## src/design/uart_status_defs.svh

```systemverilog
// Register offsets, field positions and reset values of the status block
`ifndef UART_STATUS_DEFS_SVH
`define UART_STATUS_DEFS_SVH
// Byte offsets on the register bus
`define OFS_DATA 12'h000
`define OFS_ERR_STATUS 12'h004
`define OFS_FLAGS 12'h018
`define OFS_LINE_CTRL 12'h02c
`define OFS_CTRL 12'h030
// Error status fields
`define ERR_OVERRUN 3
`define ERR_BREAK 2
`define ERR_PARITY 1
`define ERR_FRAMING 0
// Flag register fields
`define FLG_RING 8
`define FLG_TX_EMPTY 7
`define FLG_RX_FULL 6
`define FLG_TX_FULL 5
`define FLG_RX_EMPTY 4
`define FLG_BUSY 3
`define FLG_CARRIER 2
`define FLG_SET_READY 1
`define FLG_CLEAR_SEND 0
// Line control fields
`define LC_STICK_PAR 7
`define LC_FIFO_EN 4
`define LC_EVEN_PAR 2
`define LC_PAR_EN 1
// Control fields
`define CR_UART_EN 0
// Reset values
`define LINE_CTRL_RST 8'h00
`define CTRL_RST 1'h0
`define ERR_RST 4'h0
// Data bits per character
`define DATA_BITS 4'h8
`endif

```

## src/design/uart_status_pkg.sv

```systemverilog
// Types shared by the status block
package uart_status_pkg;
  // One receive FIFO entry: error tags travel with the character
  typedef struct packed {
    logic brk;
    logic par;
    logic frm;
    logic [7:0] data;
  } rx_entry_t;
  typedef enum logic [2:0] {
    RX_IDLE, RX_START, RX_DATA, RX_PARITY, RX_STOP, RX_BRKWAIT
  } rx_state_t;
  typedef enum logic [2:0] {
    TX_IDLE, TX_START, TX_DATA, TX_PARITY, TX_STOP
  } tx_state_t;
endpackage

```

## src/design/uart_status_flags.sv

```systemverilog
// UART receive error capture, line flags, FIFOs and serial engines
//
// Contract
// - Full receive FIFO at character end sets overrun
// - Overrun leaves stored FIFO contents untouched
// - Write to error location clears error bits
// - Line low a whole frame flags break
// - Break stores exactly one all-zero character
// - After break, wait for high then start
// - Parity mismatch against settings flags parity error
// - Low stop bit flags framing error
// - Each receive FIFO entry carries its own error tags
// - Ring and carrier flags are inverted inputs
// - Set-ready and clear-to-send flags are inverted inputs
// - Transmit empty follows holding register or FIFO
// - Receive full follows holding register or FIFO
// - Transmit full follows holding register or FIFO
// - Receive empty follows holding register or FIFO
// - Busy rises once transmit FIFO non-empty
// - Busy holds until last stop bit sent
// - FIFO disable makes single-entry holding registers
// - Even-parity setting selects odd or even
//
// Chosen here: register access over Avalon-MM.
`timescale 1ns/1ps
`include "uart_status_defs.svh"

// ==========================================================================
// Small FIFO, flip-flop storage; capacity drops to one entry when limited
module uart_sf_fifo #(
  parameter int WIDTH = 8,
  parameter int DEPTH = 32
) (
  input wire logic clk, // System clock
  input wire logic rst_n, // Synchronous reset, active low
  input wire logic oneDeep, // Act as a single holding register
  input wire logic push, // Write request
  input wire logic [WIDTH-1:0] pushData, // Write data
  input wire logic pop, // Read request
  output logic [WIDTH-1:0] head, // Oldest entry
  output logic full, // No room left
  output logic empty // Nothing stored
);
  localparam int AW = $clog2(DEPTH);
  logic [WIDTH-1:0] store [DEPTH];
  logic [AW-1:0] wrPtr;
  logic [AW-1:0] rdPtr;
  logic [AW:0] count;
  wire doPush;
  wire doPop;

  // Full and empty are honest: refused pushes never touch storage
  // single entry
  assign full = oneDeep ? (count != '0) : (count == (AW+1)'(DEPTH));
  assign empty = (count == '0);
  assign doPush = push && !full;
  assign doPop = pop && !empty;
  assign head = store[rdPtr];

  // Pointers and fill count
  always_ff @(posedge clk) begin
    if (!rst_n) begin
      wrPtr <= '0;
      rdPtr <= '0;
      count <= '0;
    end else begin
      if (doPush) wrPtr <= wrPtr + 1'b1;
      if (doPop) rdPtr <= rdPtr + 1'b1;
      count <= count + (AW+1)'(doPush) - (AW+1)'(doPop);
    end
  end

  // Storage has no reset; head shows store[rdPtr] even while empty, unwritten entries included
  always_ff @(posedge clk) begin
    if (doPush) store[wrPtr] <= pushData;
  end
endmodule // uart_sf_fifo

// ==========================================================================
module uart_status_flags #(
  parameter int DEPTH = 32, // FIFO entries when enabled
  parameter int BIT_CYCLES = 16 // Clock cycles per serial bit
) (
  input wire logic clk, // System clock, 10 MHz
  input wire logic rst_n, // Synchronous reset, active low
  input wire logic [11:0] address, // Avalon byte address
  input wire logic read, // Avalon read
  input wire logic write, // Avalon write
  input wire logic [3:0] byteenable, // Avalon byte enables
  input wire logic [31:0] writedata, // Avalon write data
  output logic [31:0] readdata, // Avalon read data
  output logic waitrequest, // Avalon wait request
  input wire logic serialIn, // Receive line
  output logic serialOut, // Transmit line
  input wire logic ringIn_n, // Ring indicator, active low
  input wire logic carrierIn_n, // Carrier detect, active low
  input wire logic setReadyIn_n, // Data set ready, active low
  input wire logic clearToSendIn_n // Clear to send, active low
);
  // Parameter checks
  if (DEPTH < 2 || (DEPTH & (DEPTH - 1)) != 0) begin : g_bad_depth
    $error("DEPTH must be a power of two, at least 2");
  end
  if (BIT_CYCLES < 4 || BIT_CYCLES > 65535) begin : g_bad_bit
    $error("BIT_CYCLES out of range");
  end

  localparam logic [15:0] BIT_LAST = 16'(BIT_CYCLES - 1);
  localparam logic [15:0] BIT_HALF = 16'(BIT_CYCLES / 2 - 1);

  // ========================================================================
  // Register bus slave
  logic [7:0] lineCtrl;
  logic uartEn;
  logic [3:0] errStatus;
  logic ovrFlag;
  wire request = read || write;
  wire accept = request && !waitrequest;
  wire hitData = (address == `OFS_DATA);
  wire hitErr = (address == `OFS_ERR_STATUS);
  wire hitFlags = (address == `OFS_FLAGS);
  wire hitLine = (address == `OFS_LINE_CTRL);
  wire hitCtrl = (address == `OFS_CTRL);
  wire dataRd = accept && read && hitData;
  wire dataWr = accept && write && hitData && byteenable[0];
  wire errClearWr = accept && write && hitErr;
  wire fifoOn = lineCtrl[`LC_FIFO_EN];
  wire parEn = lineCtrl[`LC_PAR_EN];
  wire evenPar = lineCtrl[`LC_EVEN_PAR];
  wire stickPar = lineCtrl[`LC_STICK_PAR];

  uart_status_pkg::rx_entry_t rxHead;
  logic rxFull, rxEmpty, txFull, txEmpty, busy;
  logic [7:0] txHead;
  wire [31:0] flagWord;
  wire [31:0] dataWord;
  wire [31:0] next_readdata;

  // Modem inputs are shown inverted, level for level
  // ring, carrier
  assign flagWord = {23'h000000, !ringIn_n, txEmpty, rxFull, txFull,
                     rxEmpty, busy, !carrierIn_n, !setReadyIn_n,
                     !clearToSendIn_n};
  // Data read carries the head entry's own tags
  // per-entry tags
  assign dataWord = {20'h00000, ovrFlag, rxHead.brk, rxHead.par,
                     rxHead.frm, rxHead.data};
  assign next_readdata = hitData ? dataWord :
                         hitErr ? {28'h0000000, errStatus} :
                         hitFlags ? flagWord :
                         hitLine ? {24'h000000, lineCtrl} :
                         hitCtrl ? {31'h00000000, uartEn} : 32'h00000000;

  // One wait cycle per access; data is latched with the answer
  always_ff @(posedge clk) begin
    if (!rst_n) begin
      waitrequest <= 1'b1;
      readdata <= 32'h00000000;
    end else begin
      waitrequest <= !(request && waitrequest);
      if (request && waitrequest) readdata <= next_readdata;
    end
  end

  // Control registers that steer the engines
  always_ff @(posedge clk) begin
    if (!rst_n) begin
      lineCtrl <= `LINE_CTRL_RST;
      uartEn <= `CTRL_RST;
    end else begin
      if (accept && write && hitLine && byteenable[0])
        lineCtrl <= writedata[7:0];
      if (accept && write && hitCtrl && byteenable[0])
        uartEn <= writedata[`CR_UART_EN];
    end
  end

  // ========================================================================
  // Receiver
  uart_status_pkg::rx_state_t rxState;
  logic [15:0] rxCnt;
  logic [3:0] rxBitIdx;
  logic [7:0] rxShift;
  logic rxParBit;
  logic rxAnyHigh;
  logic rxDone;
  uart_status_pkg::rx_entry_t rxEntry;
  wire rxTick = (rxCnt == BIT_LAST);
  wire rxHalf = (rxCnt == BIT_HALF);
  wire rxPush = rxDone && !rxFull;
  wire rxOverrun = rxDone && rxFull;
  wire expPar = stickPar ? !evenPar : (evenPar ? ^rxShift : ~^rxShift);
  wire isBreak = !rxAnyHigh && !serialIn && !(parEn && rxParBit);

  // Frame sampler at mid-bit; rxDone pulses with a complete entry
  always_ff @(posedge clk) begin
    if (!rst_n) begin
      rxState <= uart_status_pkg::RX_IDLE;
      rxCnt <= 16'h0000;
      rxBitIdx <= 4'h0;
      rxShift <= 8'h00;
      rxParBit <= 1'b0;
      rxAnyHigh <= 1'b0;
      rxDone <= 1'b0;
      rxEntry <= '0;
    end else begin
      rxDone <= 1'b0;
      rxCnt <= rxTick ? 16'h0000 : rxCnt + 16'h0001;
      unique case (rxState)
        uart_status_pkg::RX_IDLE: begin
          rxCnt <= 16'h0000;
          if (uartEn && !serialIn) rxState <= uart_status_pkg::RX_START;
        end
        uart_status_pkg::RX_START: begin
          if (rxHalf) begin
            rxCnt <= 16'h0000;
            rxBitIdx <= 4'h0;
            rxAnyHigh <= 1'b0;
            rxState <= serialIn ? uart_status_pkg::RX_IDLE
                                : uart_status_pkg::RX_DATA;
          end
        end
        uart_status_pkg::RX_DATA: begin
          if (rxTick) begin
            rxShift <= {serialIn, rxShift[7:1]};
            rxAnyHigh <= rxAnyHigh || serialIn;
            rxBitIdx <= rxBitIdx + 4'h1;
            if (rxBitIdx == `DATA_BITS - 4'h1)
              rxState <= parEn ? uart_status_pkg::RX_PARITY
                               : uart_status_pkg::RX_STOP;
          end
        end
        uart_status_pkg::RX_PARITY: begin
          if (rxTick) begin
            rxParBit <= serialIn;
            rxState <= uart_status_pkg::RX_STOP;
          end
        end
        uart_status_pkg::RX_STOP: begin
          if (rxTick) begin
            rxDone <= 1'b1;
            rxEntry.brk <= isBreak;
            rxEntry.data <= isBreak ? 8'h00 : rxShift;
            rxEntry.par <= !isBreak && parEn && (rxParBit != expPar);
            rxEntry.frm <= !isBreak && !serialIn;
            // hold off until line returns high
            rxState <= isBreak ? uart_status_pkg::RX_BRKWAIT
                               : uart_status_pkg::RX_IDLE;
          end
        end
        uart_status_pkg::RX_BRKWAIT: begin
          if (serialIn) rxState <= uart_status_pkg::RX_IDLE;
        end
      endcase
    end
  end

  // Receive FIFO; a push while full is dropped, stored entries stay
  // contents kept on overrun
  uart_sf_fifo #(.WIDTH(11), .DEPTH(DEPTH)) u_rx_fifo (
    .clk(clk),
    .rst_n(rst_n),
    .oneDeep(!fifoOn),
    .push(rxPush),
    .pushData(rxEntry),
    .pop(dataRd),
    .head(rxHead),
    .full(rxFull),
    .empty(rxEmpty)
  );

  // ========================================================================
  // Error status: overrun on event, others taken from the read entry.
  // A setting event beats a clear in the same cycle.
  wire [3:0] errSet = {rxOverrun, dataRd && rxHead.brk,
                       dataRd && rxHead.par, dataRd && rxHead.frm};
  assign ovrFlag = errStatus[`ERR_OVERRUN];
  always_ff @(posedge clk) begin
    if (!rst_n) begin
      errStatus <= `ERR_RST;
    end else begin
      errStatus <= (errClearWr ? 4'h0 : errStatus) | errSet;
    end
  end

  // ========================================================================
  // Transmitter: drains the FIFO only while enabled
  uart_status_pkg::tx_state_t txState;
  logic [15:0] txCnt;
  logic [3:0] txBitIdx;
  logic [7:0] txShift;
  logic txParBit;
  wire txTick = (txCnt == BIT_LAST);
  wire txLoad = (txState == uart_status_pkg::TX_IDLE) && uartEn && !txEmpty;

  uart_sf_fifo #(.WIDTH(8), .DEPTH(DEPTH)) u_tx_fifo (
    .clk(clk),
    .rst_n(rst_n),
    .oneDeep(!fifoOn),
    .push(dataWr),
    .pushData(writedata[7:0]),
    .pop(txLoad),
    .head(txHead),
    .full(txFull),
    .empty(txEmpty)
  );

  // busy on queued data, enabled or not
  assign busy = !txEmpty || (txState != uart_status_pkg::TX_IDLE);

  always_ff @(posedge clk) begin
    if (!rst_n) begin
      txState <= uart_status_pkg::TX_IDLE;
      txCnt <= 16'h0000;
      txBitIdx <= 4'h0;
      txShift <= 8'h00;
      txParBit <= 1'b0;
      serialOut <= 1'b1;
    end else begin
      txCnt <= txTick ? 16'h0000 : txCnt + 16'h0001;
      unique case (txState)
        uart_status_pkg::TX_IDLE: begin
          txCnt <= 16'h0000;
          serialOut <= 1'b1;
          if (txLoad) begin
            txShift <= txHead;
            txParBit <= stickPar ? !evenPar
                                 : (evenPar ? ^txHead : ~^txHead);
            serialOut <= 1'b0;
            txState <= uart_status_pkg::TX_START;
          end
        end
        uart_status_pkg::TX_START: begin
          if (txTick) begin
            serialOut <= txShift[0];
            txShift <= {1'b0, txShift[7:1]};
            txBitIdx <= 4'h1;
            txState <= uart_status_pkg::TX_DATA;
          end
        end
        uart_status_pkg::TX_DATA: begin
          if (txTick) begin
            txBitIdx <= txBitIdx + 4'h1;
            if (txBitIdx == `DATA_BITS) begin
              serialOut <= parEn ? txParBit : 1'b1;
              txState <= parEn ? uart_status_pkg::TX_PARITY
                               : uart_status_pkg::TX_STOP;
            end else begin
              serialOut <= txShift[0];
              txShift <= {1'b0, txShift[7:1]};
            end
          end
        end
        uart_status_pkg::TX_PARITY: begin
          if (txTick) begin
            serialOut <= 1'b1;
            txState <= uart_status_pkg::TX_STOP;
          end
        end
        uart_status_pkg::TX_STOP: begin
          if (txTick) txState <= uart_status_pkg::TX_IDLE;
        end
      endcase
    end
  end
endmodule // uart_status_flags

```

## config.mk

```make
export PLATFORM = sky130hd
export DESIGN_NAME = uart_status_flags
export DESIGN_NICKNAME = d
export VERILOG_FILES = /design/src/design/uart_status_pkg.sv /design/src/design/uart_status_flags.sv
export VERILOG_INCLUDE_DIRS = /design/src /design/src/design
export SDC_FILE = /design/constraint.sdc
export NUM_CORES = 1
export LEC_CHECK = 0
export BUFFER_PORTS_ARGS = -buffer_cell sky130_fd_sc_hd__buf_4
export CORE_MARGIN = 2
export CORE_UTILIZATION = 40
export CTS_CLUSTER_SIZE = 12
export DETAILED_ROUTE_END_ITERATION = 8
export GPL_ROUTABILITY_DRIVEN = 0
export GPL_TIMING_DRIVEN = 1
export SLEW_MARGIN = 15
export SYNTH_ARGS = -nofsm -noshare
export SYNTH_HDL_FRONTEND = slang
export SYNTH_SLANG_ARGS = --single-unit
```

## constraint.sdc

```tcl
create_clock -name clk -period 3.9 [get_ports clk]
set_clock_uncertainty 0.1 [all_clocks]
set_input_delay 0.39 -clock clk [delete_from_list [all_inputs] [get_ports clk]]
set_output_delay 0.39 -clock clk [all_outputs]
set_load 0.05 [all_outputs]
```

Word level (Yosys, flattened, before mapping)
Memories as Yosys holds them, arrays and structs flattened. A register that Yosys moved wholly into a read port is not among the register bits.
Index checks and enable logic that the tools add are counted.
{ "totals": {"ff_bits": 156, "ram_bits": 608, "elab_cells": 219, "mem_count": 2} }
{ "memory_table": {"columns": ["name", "words", "width", "read_ports", "rd_clocked_by_memory_dff", "wr", "line", "text"], "rows": [
  ["u_rx_fifo.store", 32, 11, 1, 1, 1, "uart_status_flags.sv:45", "logic [WIDTH-1:0] store [DEPTH];"],
  ["u_tx_fifo.store", 32, 8, 1, 1, 1, "uart_status_flags.sv:45", null]
]} }
{ "classes": {"addsub": 12, "eq_ne": 35, "n_mux": 64, "n_bitwise": 2, "reduce_logical": 76} }
{ "op_table": {"columns": ["operator", "count"], "rows": [
  ["8-bit 2-to-1 mux", 6],
  ["3-bit 2-to-1 mux", 15],
  ["16-bit by 1-bit adder with 16-bit output (second input constant)", 2],
  ["16-bit by 4-bit equality test with 1-bit output (second input constant)", 2],
  ["16-bit 2-to-1 mux", 2],
  ["16-bit case mux with 2 select lines", 1],
  ["1-bit logical AND", 30],
  ["2-bit inequality test (second input constant)", 13],
  ["12-bit by 6-bit equality test with 1-bit output (second input constant)", 2],
  ["8-bit case mux with 3 select lines", 1],
  ["5-bit by 1-bit adder with 5-bit output (second input constant)", 4],
  ["1-bit 2-to-1 mux", 20],
  ["4-bit 2-to-1 mux", 5],
  ["5-bit 2-to-1 mux", 4],
  ["9-bit 2-to-1 mux", 2],
  ["3-bit case mux with 6 select lines", 1],
  ["16-bit by 3-bit equality test with 1-bit output (second input constant)", 1],
  ["4-bit case mux with 2 select lines", 2],
  ["8-bit XNOR reduction", 2],
  ["8-bit parity", 2],
  ["1-bit zero test", 15],
  ["3-bit case mux with 5 select lines", 1],
  ["6-bit by 1-bit adder with 6-bit output", 2],
  ["12-bit by 3-bit equality test with 1-bit output (second input constant)", 1],
  ["other kinds (32)", 53]
]} }

Longest topological paths before layout
Gate-level depths: netlist (run 1).
{ "logic_depth": {"ltp_word": 8, "mapped_depth": 16, "depth_no_buf": 15} }

Cells and area by module
A second synthesis (run 1) with hierarchy kept.
{ "unflattened": {"cells_unflattened": 2023, "area_unflattened_um2": 31074.8} }
{ "by_module_without_submodules": {"columns": ["mod", "n_inst", "cells_each", "area_per_inst_um2", "seq_area_each_um2"], "rows": [
  ["uart_sf_fifo at u_rx_fifo", 1, 792, 14702.9, 10990.5],
  ["uart_sf_fifo at u_tx_fifo", 1, 624, 11096.9, 8107.8],
  ["uart_status_flags", 1, 607, 5275.1, 2082.0]
]} }

Worst setup path after synthesis (run 1)
OpenSTA, ideal clock, no wires.
{ "synth_path": {"kind": "input port to flip-flop", "from": "input address[1]", "to": "register u_rx_fifo.count[5]", "setup_time_ns": 0.115, "arrival_time_ns": 3.239, "required_ns": 3.685, "slack_ns": 0.447, "path_stages": 14, "cell_sequence": "nor4_1 and3_1 buf_2 nand2b_1 buf_2 or3b_1 or3_1 ha_1 a21o_1 a21oi_1 o21bai_1 a21oi_1 xor2_1 and2_1"} }
{ "synth_via": {"elab_chain_cells": 4} }
{ "synth_rtl": {"columns": ["item", "line", "text"], "rows": [
  ["from (decl)", "uart_status_flags.sv:86", "input wire logic [11:0] address,"],
  ["12-bit zero test (no source line)", null, null],
  ["1-bit logical AND", "uart_status_flags.sv:124", "wire dataRd = accept && read && hitData;"],
  ["1-bit logical AND", "uart_status_flags.sv:57", "assign doPop = pop && !empty;"],
  ["6-bit by 1-bit subtractor with 6-bit output", "uart_status_flags.sv:69", "count <= count + (AW+1)'(doPush) - (AW+1)'(doPop);"],
  ["to (signal assigned)", "uart_status_flags.sv:69", null],
  ["to (decl)", "uart_status_flags.sv:48", "logic [AW:0] count;"]
]} }
Every way passes these cells.
A chain may end at the register's enable or synchronous reset.

==> results of run 1 <==
## through the flow
step | util (%) | setup slack [ps] | instance area [sq um] | hold WS, ps | std cells
CTS | 46.3 | 704 | 35200 | 28.7 | 3066
finish | 46.4 | 695 | 35200 | 54.5 | 3066
global placement | 43.0 | 239 | 32700 | 323 | 2922
floorplan | - | 447 | 30800 | 313 | 1849
detailed placement | 43.0 | 197 | 32700 | 342 | 2922
global route | 46.4 | 475 | 35200 | 47.1 | 3066
## kinds of logic (layout without fill, tap and decap cells)
group / count (synthesis) / count (layout) / synth area share (%)
AO/OA/AOI/OAI: 170 / 170 / 3.60
XOR/XNOR: 63 / 63 / 1.84
other: 1 / 20 / 0.0122
buffers and inverters: 134 / 321 / 2.30
AND/OR/NAND/NOR: 460 / 460 / 7.87
flip-flops: 754 / 754 / 69.0
multiplexers: 214 / 214 / 13.9
adder cells (fa/ha/maj): 34 / 34 / 1.44
## sequential cells by signal (all words and copies together), names as in the netlist, 6 cells and up, named ones only
signal,cells
u_rx_fifo.store,352
u_tx_fifo.store,256
rxCnt,16
txCnt,16
readdata,12
rxEntry,11
lineCtrl,8
rxShift,8
txShift,8
u_rx_fifo.count,6
u_tx_fifo.count,6
## synth_stat cells, types with 14 or more instances
master    count  share of area, %
a21boi_0     28              0.68
a21oi_1      30              0.49
and2_1       41              0.84
and3_1       14              0.29
buf_2        19              0.31
buf_4        22              0.54
clkbuf_1     49              0.60
dfxtp_1     146               9.5
edfxtp_1    608                59
ha_1         32               1.3
inv_1        26              0.32
mux2i_1      36               1.2
mux4_2      155                11
nand2_1      79              0.97
nand3_1      38              0.62
nand4_1      17              0.35
nor2_1      134               1.6
nor2b_1      34              0.69
nor3_1       21              0.34
o21ai_0      39              0.64
o22ai_1      24              0.49
xnor2_1      36               1.0
xor2_1       26              0.74
## worst register-to-register path, delay by kind of cell (launching register included)
kind / cells / cell delay [ps]
buffers and inverters: 1 / 240
DFF: 1 / 420
AOI/OAI and AO/OA: 1 / 100
muxes: 2 / 760
and+or+nand+nor: 3 / 860
xor gates and xnor gates: 2 / 600
## worst paths after layout
check	start	endpoint	slack [ps]	cells after the start
max	flop	txParBit	690	9
min	ringIn_n	readdata[8]	50	3
max reg2reg	flop	txParBit	690	9
min reg2reg	rxCnt[0]	rxCnt[0]	350	1
## layout make-up
cell class | count | share of cell area [%]
clock inverters | 29 | 0.853
flip-flops and latches | 754 | 60.2
well taps | 1030 | 3.66
inverters | 26 | 0.277
repair buffers | 152 | 3.43
multi-input cells | 961 | 25.2
clock buffers | 114 | 6.34
## power groups by stage
stage	Combinational, mW	Clock, mW	Sequential (mW)
floorplan	0.132	0	8.83
global placement	0.251	0	8.81
detailed placement	0.256	0	8.81
CTS	0.257	7.48	8.64
global route	0.276	7.80	8.64
finish	0.257	7.31	8.64
## routing by layer
| layer | up-vias | GRT usage, % |
|---|---|---|
| li1 | 7368 | - |
| met1 | 8424 | 25.1 |
| met2 | 403 | 27.3 |
| met3 | 101 | 3.18 |
| met4 | 0 | 4.66 |
| met5 | - | 0 |
## repair_timing
action / 4_1_cts / 5_1_grt
hold buffers: 1 / 0
setup buffers: 0 / 0
hold endpoints to repair: 1 / 0
==> run_results.csv, run 1 <==
group,metric,value,unit
status,outcome,"completed",
worst_hold_path,min_path_type,"input pin to flop",
die,num_rows,101,
pwr,power,16.2,mW
synthesis,async_flop_share,0,%
clock_network,htree_levels,3,
synthesis,avgSynthCellArea,16.8,sq um
pwr,p_switching,3.25,mW
pwr,power_switching_share,20.1,%
global_route,grt_max_degree,76,
die,core-area,0.0759,sq mm
pwr,p_per_area,460,mW/mm^2
sta,final_hold_viol_count,0,
sta,setup_viol,0,
detailed_routing,remaining_drc_errors,0,
sta,worst_pin_slew,1040,ps
detailed_routing,vias,16300,
worst_setup_path,arrival,3580,ps
detailed_routing,wl,68600,um
global_route,grt_overflow,0,
sta,slew_headroom,30.5,%
sta,finalCriticalPeriod,3210,ps
detailed_routing,drtIter0Drc,1411,
clock_network,cts_tree,"done",
worst_setup_path,worst_path_max_delay_cell,"nor4_2",
global_route,antenna_found_initial,0,
detailed_routing,met1_length,31600,um
clock_network,clock_sinks,754,
layout,drive_above_1_share,22.4,%
global_route,gr-usage-all-layers,17.4,%
clock_network,cts_buffers,81,
clock_network,clockBufferDepth,3,
layout,n_antenna_cell,0,
pwr,p_leak,11.3,nW
layout,multi_input_area,0.00888,sq mm
die,ios,91,
worst_setup_path,startpoint_type,"flop",
detailed_routing,first_pass_iters,5,
synthesis,yosysUniqueCellTypes,68,
sta,grt_setup_unrepaired,"false",
place,dpl.hpwl,44200,um
detailed_routing,vias_per_cell,5.32,
layout,fin_nets,2067,
clock_network,clkTransAtPathRegs,60,ps
synthesis,synth_edf_count,608,
layout,final_cell_mix,"608 x edfxtp_1, 155 x mux4_2, 146 x buf_4",
die,die_area,0.0790,sq mm
worst_setup_path,worstSetupEndpointType,"flop",
global_route,grt_pass1_wl,102000,um
pwr,ir_drop,0.279,mV
detailed_routing,dr_wl_met2,32000,um
die,die_w,281,um
die,start_util,40.4,%
pwr,clkPwrFrac,45.1,%
worst_setup_path,critPathKind,"flop to flop",
worst_setup_path,critPathMaxFanout,9,
detailed_routing,dr.max_layer_used,"met4",
clock_network,cts_resized,0,
detailed_routing,post_drt_wl_per_cell,22.4,um
synthesis,synthCells,1830,
synthesis,netlist_area,0.0307,sq mm
clock_network,cts-root-buf,"clkbuf_16",
detailed_routing,postRouteAntennaNets,0,
sta,fmax,312,MHz
die,die_y,281,um
layout,seq_area,0.0212,sq mm
detailed_routing,wl_met3,3820,um
layout,areaGrowthSynthToFinish,14.7,%
synthesis,synth-seq-cells,754,
layout,final_common_cell,"edfxtp_1",
layout,fillCellCount,6401,
clock_network,insertion_delay,630,ps
place,port_buffers,43,
pwr,intPower,13.0,mW
pwr,comb_power_share,1.6,%
worst_setup_path,crit_chain,"buf_4 > mux4_2 > mux2i_1 > nor3_1 > nor4_2 > xnor2_1 > xnor3_1 > nand4_1 > o211ai_1",
flow_run,maxCapViolations,0,
pwr,sequentialPowerShare,53.3,%
sta,final.period_utilization,82.2,%
sta,final.setup.tns,0,ps
worst_setup_path,cpPeakStageDelay,580,ps
synthesis,ys_seq_area_share,69.0,%
sta,drv_slew,0,
global_route,first_global_vias,16300,
synthesis,ys_dominant_reg_cell,"edfxtp_1",
worst_setup_path,required,4270,ps
synthesis,synth_warnings,0,
worst_setup_path,cp.buffers_inverters,1,
worst_setup_path,cpLargestDelayFamily,"simple AND/OR/NAND/NOR gates",
(Power assumes the default switching activity.)
==> run 2, diff against run 1 <==
--- a/config.mk
+++ b/config.mk
@@ -6,6 +6,7 @@
 export SDC_FILE = /design/constraint.sdc
 export NUM_CORES = 1
 export LEC_CHECK = 0
+export ABC_AREA = 1
 export BUFFER_PORTS_ARGS = -buffer_cell sky130_fd_sc_hd__buf_4
 export CORE_MARGIN = 2
 export CORE_UTILIZATION = 40
==> constraint.sdc (replaced) <==
create_clock -name clk -period 3 [get_ports clk]
set_clock_uncertainty 0.1 [all_clocks]
set_input_delay 0.3 -clock clk [delete_from_list [all_inputs] [get_ports clk]]
set_output_delay 0.3 -clock clk [all_outputs]
set_load 0.05 [all_outputs]
==> run 2 against run 1 <==
Net effect: first-iteration DRC count increased by 46%; hold slack improved by 15 ps; worst setup slack got worse by 470 ps; sequential cell count unchanged; utilization increased by 0.10 points.
==> run_results.csv, run 2 <==
group,metric,value,unit
worst_setup_path,critPathKind,"flop to flop",
detailed_routing,post_drt_wl_per_cell,19.7,um
layout,drive_above_1_share,10.2,%
clock_network,cts_buffers,80,
global_route,antenna_found_initial,0,
synthesis,synth_edf_count,608,
layout,largest_reg_flops,352,
sta,slew_headroom,46.6,%
layout,regMostFlops,"u_rx_fifo.store",
pwr,power_switching_share,21.8,%
worst_setup_path,crit_chain,"inv_1 > ha_1 > nand3_1 > inv_1 > nand2_1 > nand2_1 > nand3_1 > inv_1 > ha_1 > fa_1 > nand2_1 > inv_1 > nor2_1 > nor2_1 > nor2_1 > o21ai_0 > a21oi_1",
synthesis,synth.most_common_cell,"edfxtp_1",
layout,utilization,46.5,%
flow_run,maxCapViolations,0,
status,outcome,"completed",
global_route,first_global_vias,21600,
detailed_routing,first_pass_iters,6,
pwr,comb_power_share,3.8,%
die,core-area,0.0776,sq mm
synthesis,synth_top_area_share,58.1,%
clock_network,clockBufferDepth,3,
pwr,sequentialPowerShare,52.9,%
place,port_buffers,43,
die,num_rows,102,
worst_setup_path,startpoint_type,"flop",
sta,grt_setup_unrepaired,"false",
die,start_util,40.5,%
sta,fmax,360,MHz
sta,worst_pin_slew,801,ps
worst_setup_path,cpLargestDelayFamily,"adder cells",
detailed_routing,wl,80700,um
worst_hold_path,min_path_type,"input pin to flop",
global_route,grt_pass1_wl,123000,um
synthesis,synthCells,2889,
detailed_routing,vias,22100,
pwr,p_leak,12.7,nW
layout,reg.largest.list,"u_rx_fifo.store x352, u_tx_fifo.store x256",
detailed_routing,drtIter0Drc,2058,
worst_setup_path,worst_path_most_repeated_cell,"inv_1",
worst_setup_path,cp.buffers_inverters,4,
sta,drv_slew,0,
sta,fin_ws,221,ps
pwr,p_per_area,594,mW/mm^2
synthesis,yosysUniqueCellTypes,58,
detailed_routing,remaining_drc_errors,0,
synthesis,async_flop_share,0,%
layout,fin_nets,3097,
worst_setup_path,critPathLaunch,"u_rx_fifo.count[2]",
sta,final.period_utilization,92.6,%
worst_setup_path,worst_path_max_delay_cell,"fa_1",
layout,final_common_cell,"edfxtp_1",
die,ios,91,
pwr,ir_drop,0.459,mV
synthesis,ys_seq_area_share,67.4,%
detailed_routing,postRouteAntennaNets,0,
synthesis,avgSynthCellArea,10.9,sq um
clock_network,cts_tree,"done",
layout,areaGrowthSynthToFinish,14.7,%
clock_network,clkTransAtPathRegs,60,ps
sta,hold_slack,69.7,ps
clock_network,cts-root-buf,"clkbuf_16",
clock_network,htree_levels,3,
pwr,p_switching,4.68,mW
sta,final_hold_viol_count,0,
layout,n_antenna_cell,0,
synthesis,synth_warnings,0,
sta,finalCriticalPeriod,2780,ps
worst_setup_path,arrival,3240,ps
worst_setup_path,reg2reg_to,"u_rx_fifo.count[4]",
die,die_w,284,um
clock_network,insertion_delay,630,ps
global_route,gr-usage-all-layers,19.6,%
pwr,intPower,16.7,mW
clock_network,post_cts.repair.setup_buffers,0,
global_route,grt_overflow,0,
worst_setup_path,timing.reg2reg.setup_slack,220,ps
pwr,clkPwrFrac,43.3,%
synthesis,ys_dominant_reg_cell,"edfxtp_1",
worst_setup_path,crit_end,"u_rx_fifo.count[4]",
sta,setup_viol,0,
place,dpl.hpwl,50200,um
synthesis,synth-seq-cells,754,
die,die_y,284,um
synthesis,synthTopCellsByCount,"608 x edfxtp_1, 555 x nand2_1, 352 x nor2_1",
worst_setup_path,cp.depth,17,
die,die_area,0.0808,sq mm
layout,final_cell_mix,"608 x edfxtp_1, 555 x nand2_1, 352 x nor2_1",
worst_setup_path,critPathMaxFanout,5,
detailed_routing,vias_per_cell,5.39,
synthesis,synth.area.top_cells,"edfxtp_1 58%, dfxtp_1 9.3%, nand2_1 6.6%, nand3_1 4.4%, nor2_1 4.2%",
worst_setup_path,r2r-start,"u_rx_fifo.count[2]",
worst_setup_path,worstSetupEndpointType,"flop",
global_route,grt_max_degree,129,
worst_setup_path,required,3460,ps
worst_setup_path,cpPeakStageDelay,420,ps
clock_network,clock_sinks,754,
worst_setup_path,rr_worst_depth,17,
synthesis,synth_top_area_cell,"edfxtp_1",
place,pre_cts_slack,-171,ps
synthesis,netlist_area,0.0314,sq mm
run 2: changes by cell type after synthesis, moves of 28 or more:
cell	previous run	this run
a21boi_0	28	0
a21oi_1	30	79
and2_1	41	2
clkbuf_1	49	96
inv_1	26	127
mux2i_1	36	0
mux4_2	155	0
nand2_1	79	555
nand3_1	38	279
nor2_1	134	352
nor2b_1	34	0
o21ai_0	39	257
o221ai_1	1	62
xnor2_1	36	6
run 2: metrics by stage:
step | TNS (ps) | std cells | cell area (sq um) | power, mW
after floorplan | 0 | 2908 | 31500 | 12.1
after detailed placement | -243 | 3959 | 33500 | 12.4
after global placement | -48.8 | 3959 | 33500 | 12.3
after global routing | 0 | 4105 | 36000 | 22.1
final | 0 | 4105 | 36000 | 21.4
after CTS | 0 | 4105 | 36000 | 21.6
run 2: power groups by stage:
stage / clock network, mW / registers, mW / logic [mW]
2_1_floorplan: 0 / 11.6 / 0.526
3_3_place_gp: 0 / 11.6 / 0.769
3_5_place_dp: 0 / 11.6 / 0.795
4_1_cts: 9.45 / 11.3 / 0.807
5_1_grt: 9.88 / 11.3 / 0.897
6_report: 9.27 / 11.3 / 0.816
run 2: final cells by class:
type | count | area [sq um]
fill | 7061 | 41500
timing repair buffer | 184 | 1540
multi-input combinational | 1847 | 9040
clock inverter | 35 | 323
clock buffer | 106 | 2120
tap | 1040 | 1300
sequential | 754 | 21200
inverter | 139 | 534
run 2: repair_timing:
action                                  4_1_cts  5_1_grt
endpoints found under the setup margin        0        3
gates resized for setup                       0        3
hold buffers                                  5        0
hold endpoints to repair                     30        0
run 2: metal layers:
metal	share of wire [%]	vias up	GRT usage [%]
li1	-	10400	-
met3	6.7	136	2.79
met2	47	784	32.1
met1	44	10800	27.0
met4	2.5	0	6.01
met5	0	-	0
run 2: cell families after synthesis:
kind of cell	count (synthesis)	share of synthesized area, %
and+or+nand+nor	1276	17.3
DFF	754	67.4
AOI/OAI and AO/OA	501	9.42
buffers and inverters	307	4.10
adders and majority gates	34	1.40
xor gates and xnor gates	16	0.446
other	1	0.0119
run 2: worst min-delay path by stage:
| stage | cells past startpoint | start | to | slack (ps) |
|---|---|---|---|---|
| 6_report | 5 | read | readdata[10] | 70 |
| 2_1_floorplan | 0 | writedata[0] | u_tx_fifo.store[0][0] | 300 |
| 5_1_grt | 1 | writedata[7] | u_tx_fifo.store[0][7] | 60 |
| 3_3_place_gp | 1 | txCnt[0] | txCnt[0] | 330 |
| 4_1_cts | 5 | read | readdata[9] | 30 |
| 3_5_place_dp | 1 | rxCnt[0] | rxCnt[0] | 340 |
run 2: worst register-to-register path, stage by stage, from the launching register on:
cell,delay [ps]
dfxtp_1,330
inv_1,60
ha_1,180
nand3_1,70
inv_1,60
nand2_1,180
nand2_1,100
nand3_1,120
inv_1,170
ha_1,270
fa_1,420
nand2_1,70
inv_1,50
nor2_1,90
nor2_1,50
nor2_1,120
o21ai_0,100
a21oi_1,160
==> run 3, diff against run 2 <==
--- a/config.mk
+++ b/config.mk
@@ -14,7 +14,8 @@
 export DETAILED_ROUTE_END_ITERATION = 8
 export GPL_ROUTABILITY_DRIVEN = 0
 export GPL_TIMING_DRIVEN = 1
-export SLEW_MARGIN = 15
+export PLACE_DENSITY = 0.55
+export SLEW_MARGIN = 20
 export SYNTH_ARGS = -nofsm -noshare
 export SYNTH_HDL_FRONTEND = slang
 export SYNTH_SLANG_ARGS = --single-unit
==> run 3 against run 2 <==
Net effect: combinational power up 0.5%; die area unchanged; sequential share of layout area down 0.30 points; cell count up 0.17%; wire length up 1.4%; first-iteration DRC count down 11%; fmax up 1.7%; hold slack worse by 18 ps; global-route usage up 0.39 points; critical path depth up 1; sequential power about the same; critical path type unchanged; largest power group unchanged; highest routed layer is now met5.
==> run_results.csv, run 3 (synthesis gave the netlist of run 2 again) <==
group,metric,value,unit
die,die_area,0.0808,sq mm
global_route,first_global_vias,21400,
worst_setup_path,startpoint_type,"flop",
layout,final_cell_mix,"608 x edfxtp_1, 553 x nand2_1, 352 x nor2_1",
sta,final.period_utilization,91.1,%
worst_setup_path,r2r-start,"u_tx_fifo.count[3]",
detailed_routing,vias,22000,
sta,final.setup.tns,0,ps
place,pre_cts_slack,-153,ps
detailed_routing,postRouteAntennaNets,0,
worst_setup_path,timing.reg2reg.setup_slack,270,ps
status,outcome,"completed",
global_route,antenna_found_initial,1,
sta,drv_slew,0,
die,num_rows,102,
detailed_routing,remaining_drc_errors,0,
worst_setup_path,rr_worst_depth,18,
clock_network,htree_levels,3,
worst_setup_path,required,3420,ps
clock_network,clkTransAtPathRegs,60,ps
layout,final_common_cell,"edfxtp_1",
sta,fmax,366,MHz
layout,drive_above_1_share,11.0,%
layout,regMostFlops,"u_rx_fifo.store",
worst_setup_path,cpPeakStageDelay,430,ps
die,die_y,284,um
detailed_routing,drtIter0Drc,1839,
sta,slew_headroom,40.6,%
place,dpl-instance-area,0.0335,sq mm
worst_setup_path,worstSetupEndpointType,"flop",
clock_network,clock_sinks,754,
die,die_w,284,um
layout,reg.largest.list,"u_rx_fifo.store x352, u_tx_fifo.store x256",
pwr,power,22.0,mW
worst_setup_path,critPathKind,"flop to flop",
worst_setup_path,worst_path_most_repeated_cell,"inv_1",
flow_run,maxCapViolations,0,
global_route,grt_pass1_wl,125000,um
global_route,grt_max_degree,129,
worst_setup_path,worst_path_max_delay_cell,"fa_1",
die,ios,91,
sta,fin_ws,268,ps
worst_setup_path,critPathMaxFanout,3,
pwr,p_leak,12.8,nW
die,core-area,0.0776,sq mm
detailed_routing,vias_per_cell,5.35,
layout,largest_reg_flops,352,
global_route,gr-usage-all-layers,20.0,%
sta,final_hold_viol_count,0,
pwr,ir_drop,0.421,mV
place,dpl.hpwl,50900,um
layout,final_cell_area,0.0362,sq mm
pwr,p_per_area,608,mW/mm^2
clock_network,cts_buffers,82,
sta,setup_viol,0,
place,port_buffers,43,
layout,areaGrowthSynthToFinish,15.3,%
sta,worst_pin_slew,891,ps
sta,finalCriticalPeriod,2730,ps
clock_network,insertion_delay,630,ps
worst_hold_path,min_from,"setReadyIn_n",
detailed_routing,post_drt_wl_per_cell,19.9,um
worst_hold_path,min_path_cells,4,
worst_setup_path,crit_chain,"inv_1 > ha_1 > nand3_1 > inv_1 > nand2_1 > inv_1 > nor3_4 > ha_1 > inv_1 > ha_1 > inv_1 > fa_1 > nor2_1 > nor2_1 > nor2_1 > nor2_1 > o21ai_0 > a21oi_1",
layout,fin_nets,3101,
detailed_routing,wl,81800,um
detailed_routing,first_pass_iters,5,
sta,grt_setup_unrepaired,"false",
clock_network,cts-root-buf,"clkbuf_16",
worst_hold_path,min_path_type,"input pin to flop",
global_route,grt_overflow,0,
clock_network,cts_tree,"done",
die,start_util,40.5,%
worst_hold_path,min_to,"readdata[1]",
clock_network,clockBufferDepth,3,
worst_setup_path,arrival,3150,ps
worst_setup_path,reg2reg_to,"u_tx_fifo.count[4]",
-- run 3: cell count changes in the layout (fill, tap and decap cells not counted), sizes merged, moves of 2 or more --
cell    delta
buf        +2
inv        +4
clkinv     -6
bufinv     +3
clkbuf     +2
-- run 3: layer usage --
| metal | vias up | wire [um] | track usage, % |
|---|---|---|---|
| met2 | 643 | 37300 | 31.6 |
| met3 | 110 | 5450 | 3.73 |
| met5 | - | 11 | 0 |
| met4 | 2 | 1820 | 5.50 |
| met1 | 10800 | 37200 | 28.2 |
| li1 | 10500 | - | - |
-- run 3: worst max path at each step --
| stage | endpoint | slack, ps | start | depth (start not counted) |
|---|---|---|---|---|
| 2_1_floorplan | u_rx_fifo.count[4] | 210 | address[1] | 21 |
| 3_3_place_gp | u_rx_fifo.count[4] | -80 | address[1] | 22 |
| 3_5_place_dp | u_rx_fifo.count[4] | -150 | address[1] | 22 |
| 4_1_cts | txParBit | 230 | flop | 19 |
| 5_1_grt | u_tx_fifo.count[4] | 9 | u_tx_fifo.count[3] | 18 |
| 6_report | u_tx_fifo.count[4] | 270 | u_tx_fifo.count[3] | 18 |
-- run 3: cell type report --
| type | instances | area (sq um) |
|---|---|---|
| Antenna cell | 1 | 2.50 |
| Clock buffer | 108 | 2200 |
| Clock inverter | 37 | 417 |
| Fill cell | 7087 | 41400 |
| Inverter | 139 | 534 |
| Multi-Input combinational cell | 1847 | 9050 |
| Sequential cell | 754 | 21200 |
| Tap cell | 1040 | 1300 |
| Timing Repair Buffer | 186 | 1540 |
-- run 3: stage by stage --
stage,cells,hold slack [ps],utilization (%)
finish,4112,51.5,46.7
global route,4111,51.5,46.7
global placement,3960,327,43.2
detailed placement,3960,350,43.2
CTS,4110,33.9,46.7
floorplan,2908,299,-
-- run 3: power by group --
part	internal, mW	total, mW	switching (mW)
combinational	0.217	0.820	0.603
sequential	11.3	11.3	0.0634
clock	5.71	9.85	4.14
-- run 3: timing repair --
item | CTS | global route
setup buffers | 0 | 1
hold buffers | 5 | 0
setup endpoints to repair | 0 | 4
gates resized for setup | 0 | 6
endpoints found under the hold margin | 24 | 0
-- run 3: critical path, delay by kind of cell (launching register included) --
kind | cells | cell delay (ps)
flops | 1 | 340
buf+inv | 5 | 330
fa+ha+maj | 4 | 1010
compound gates | 2 | 200
simple gates | 7 | 650
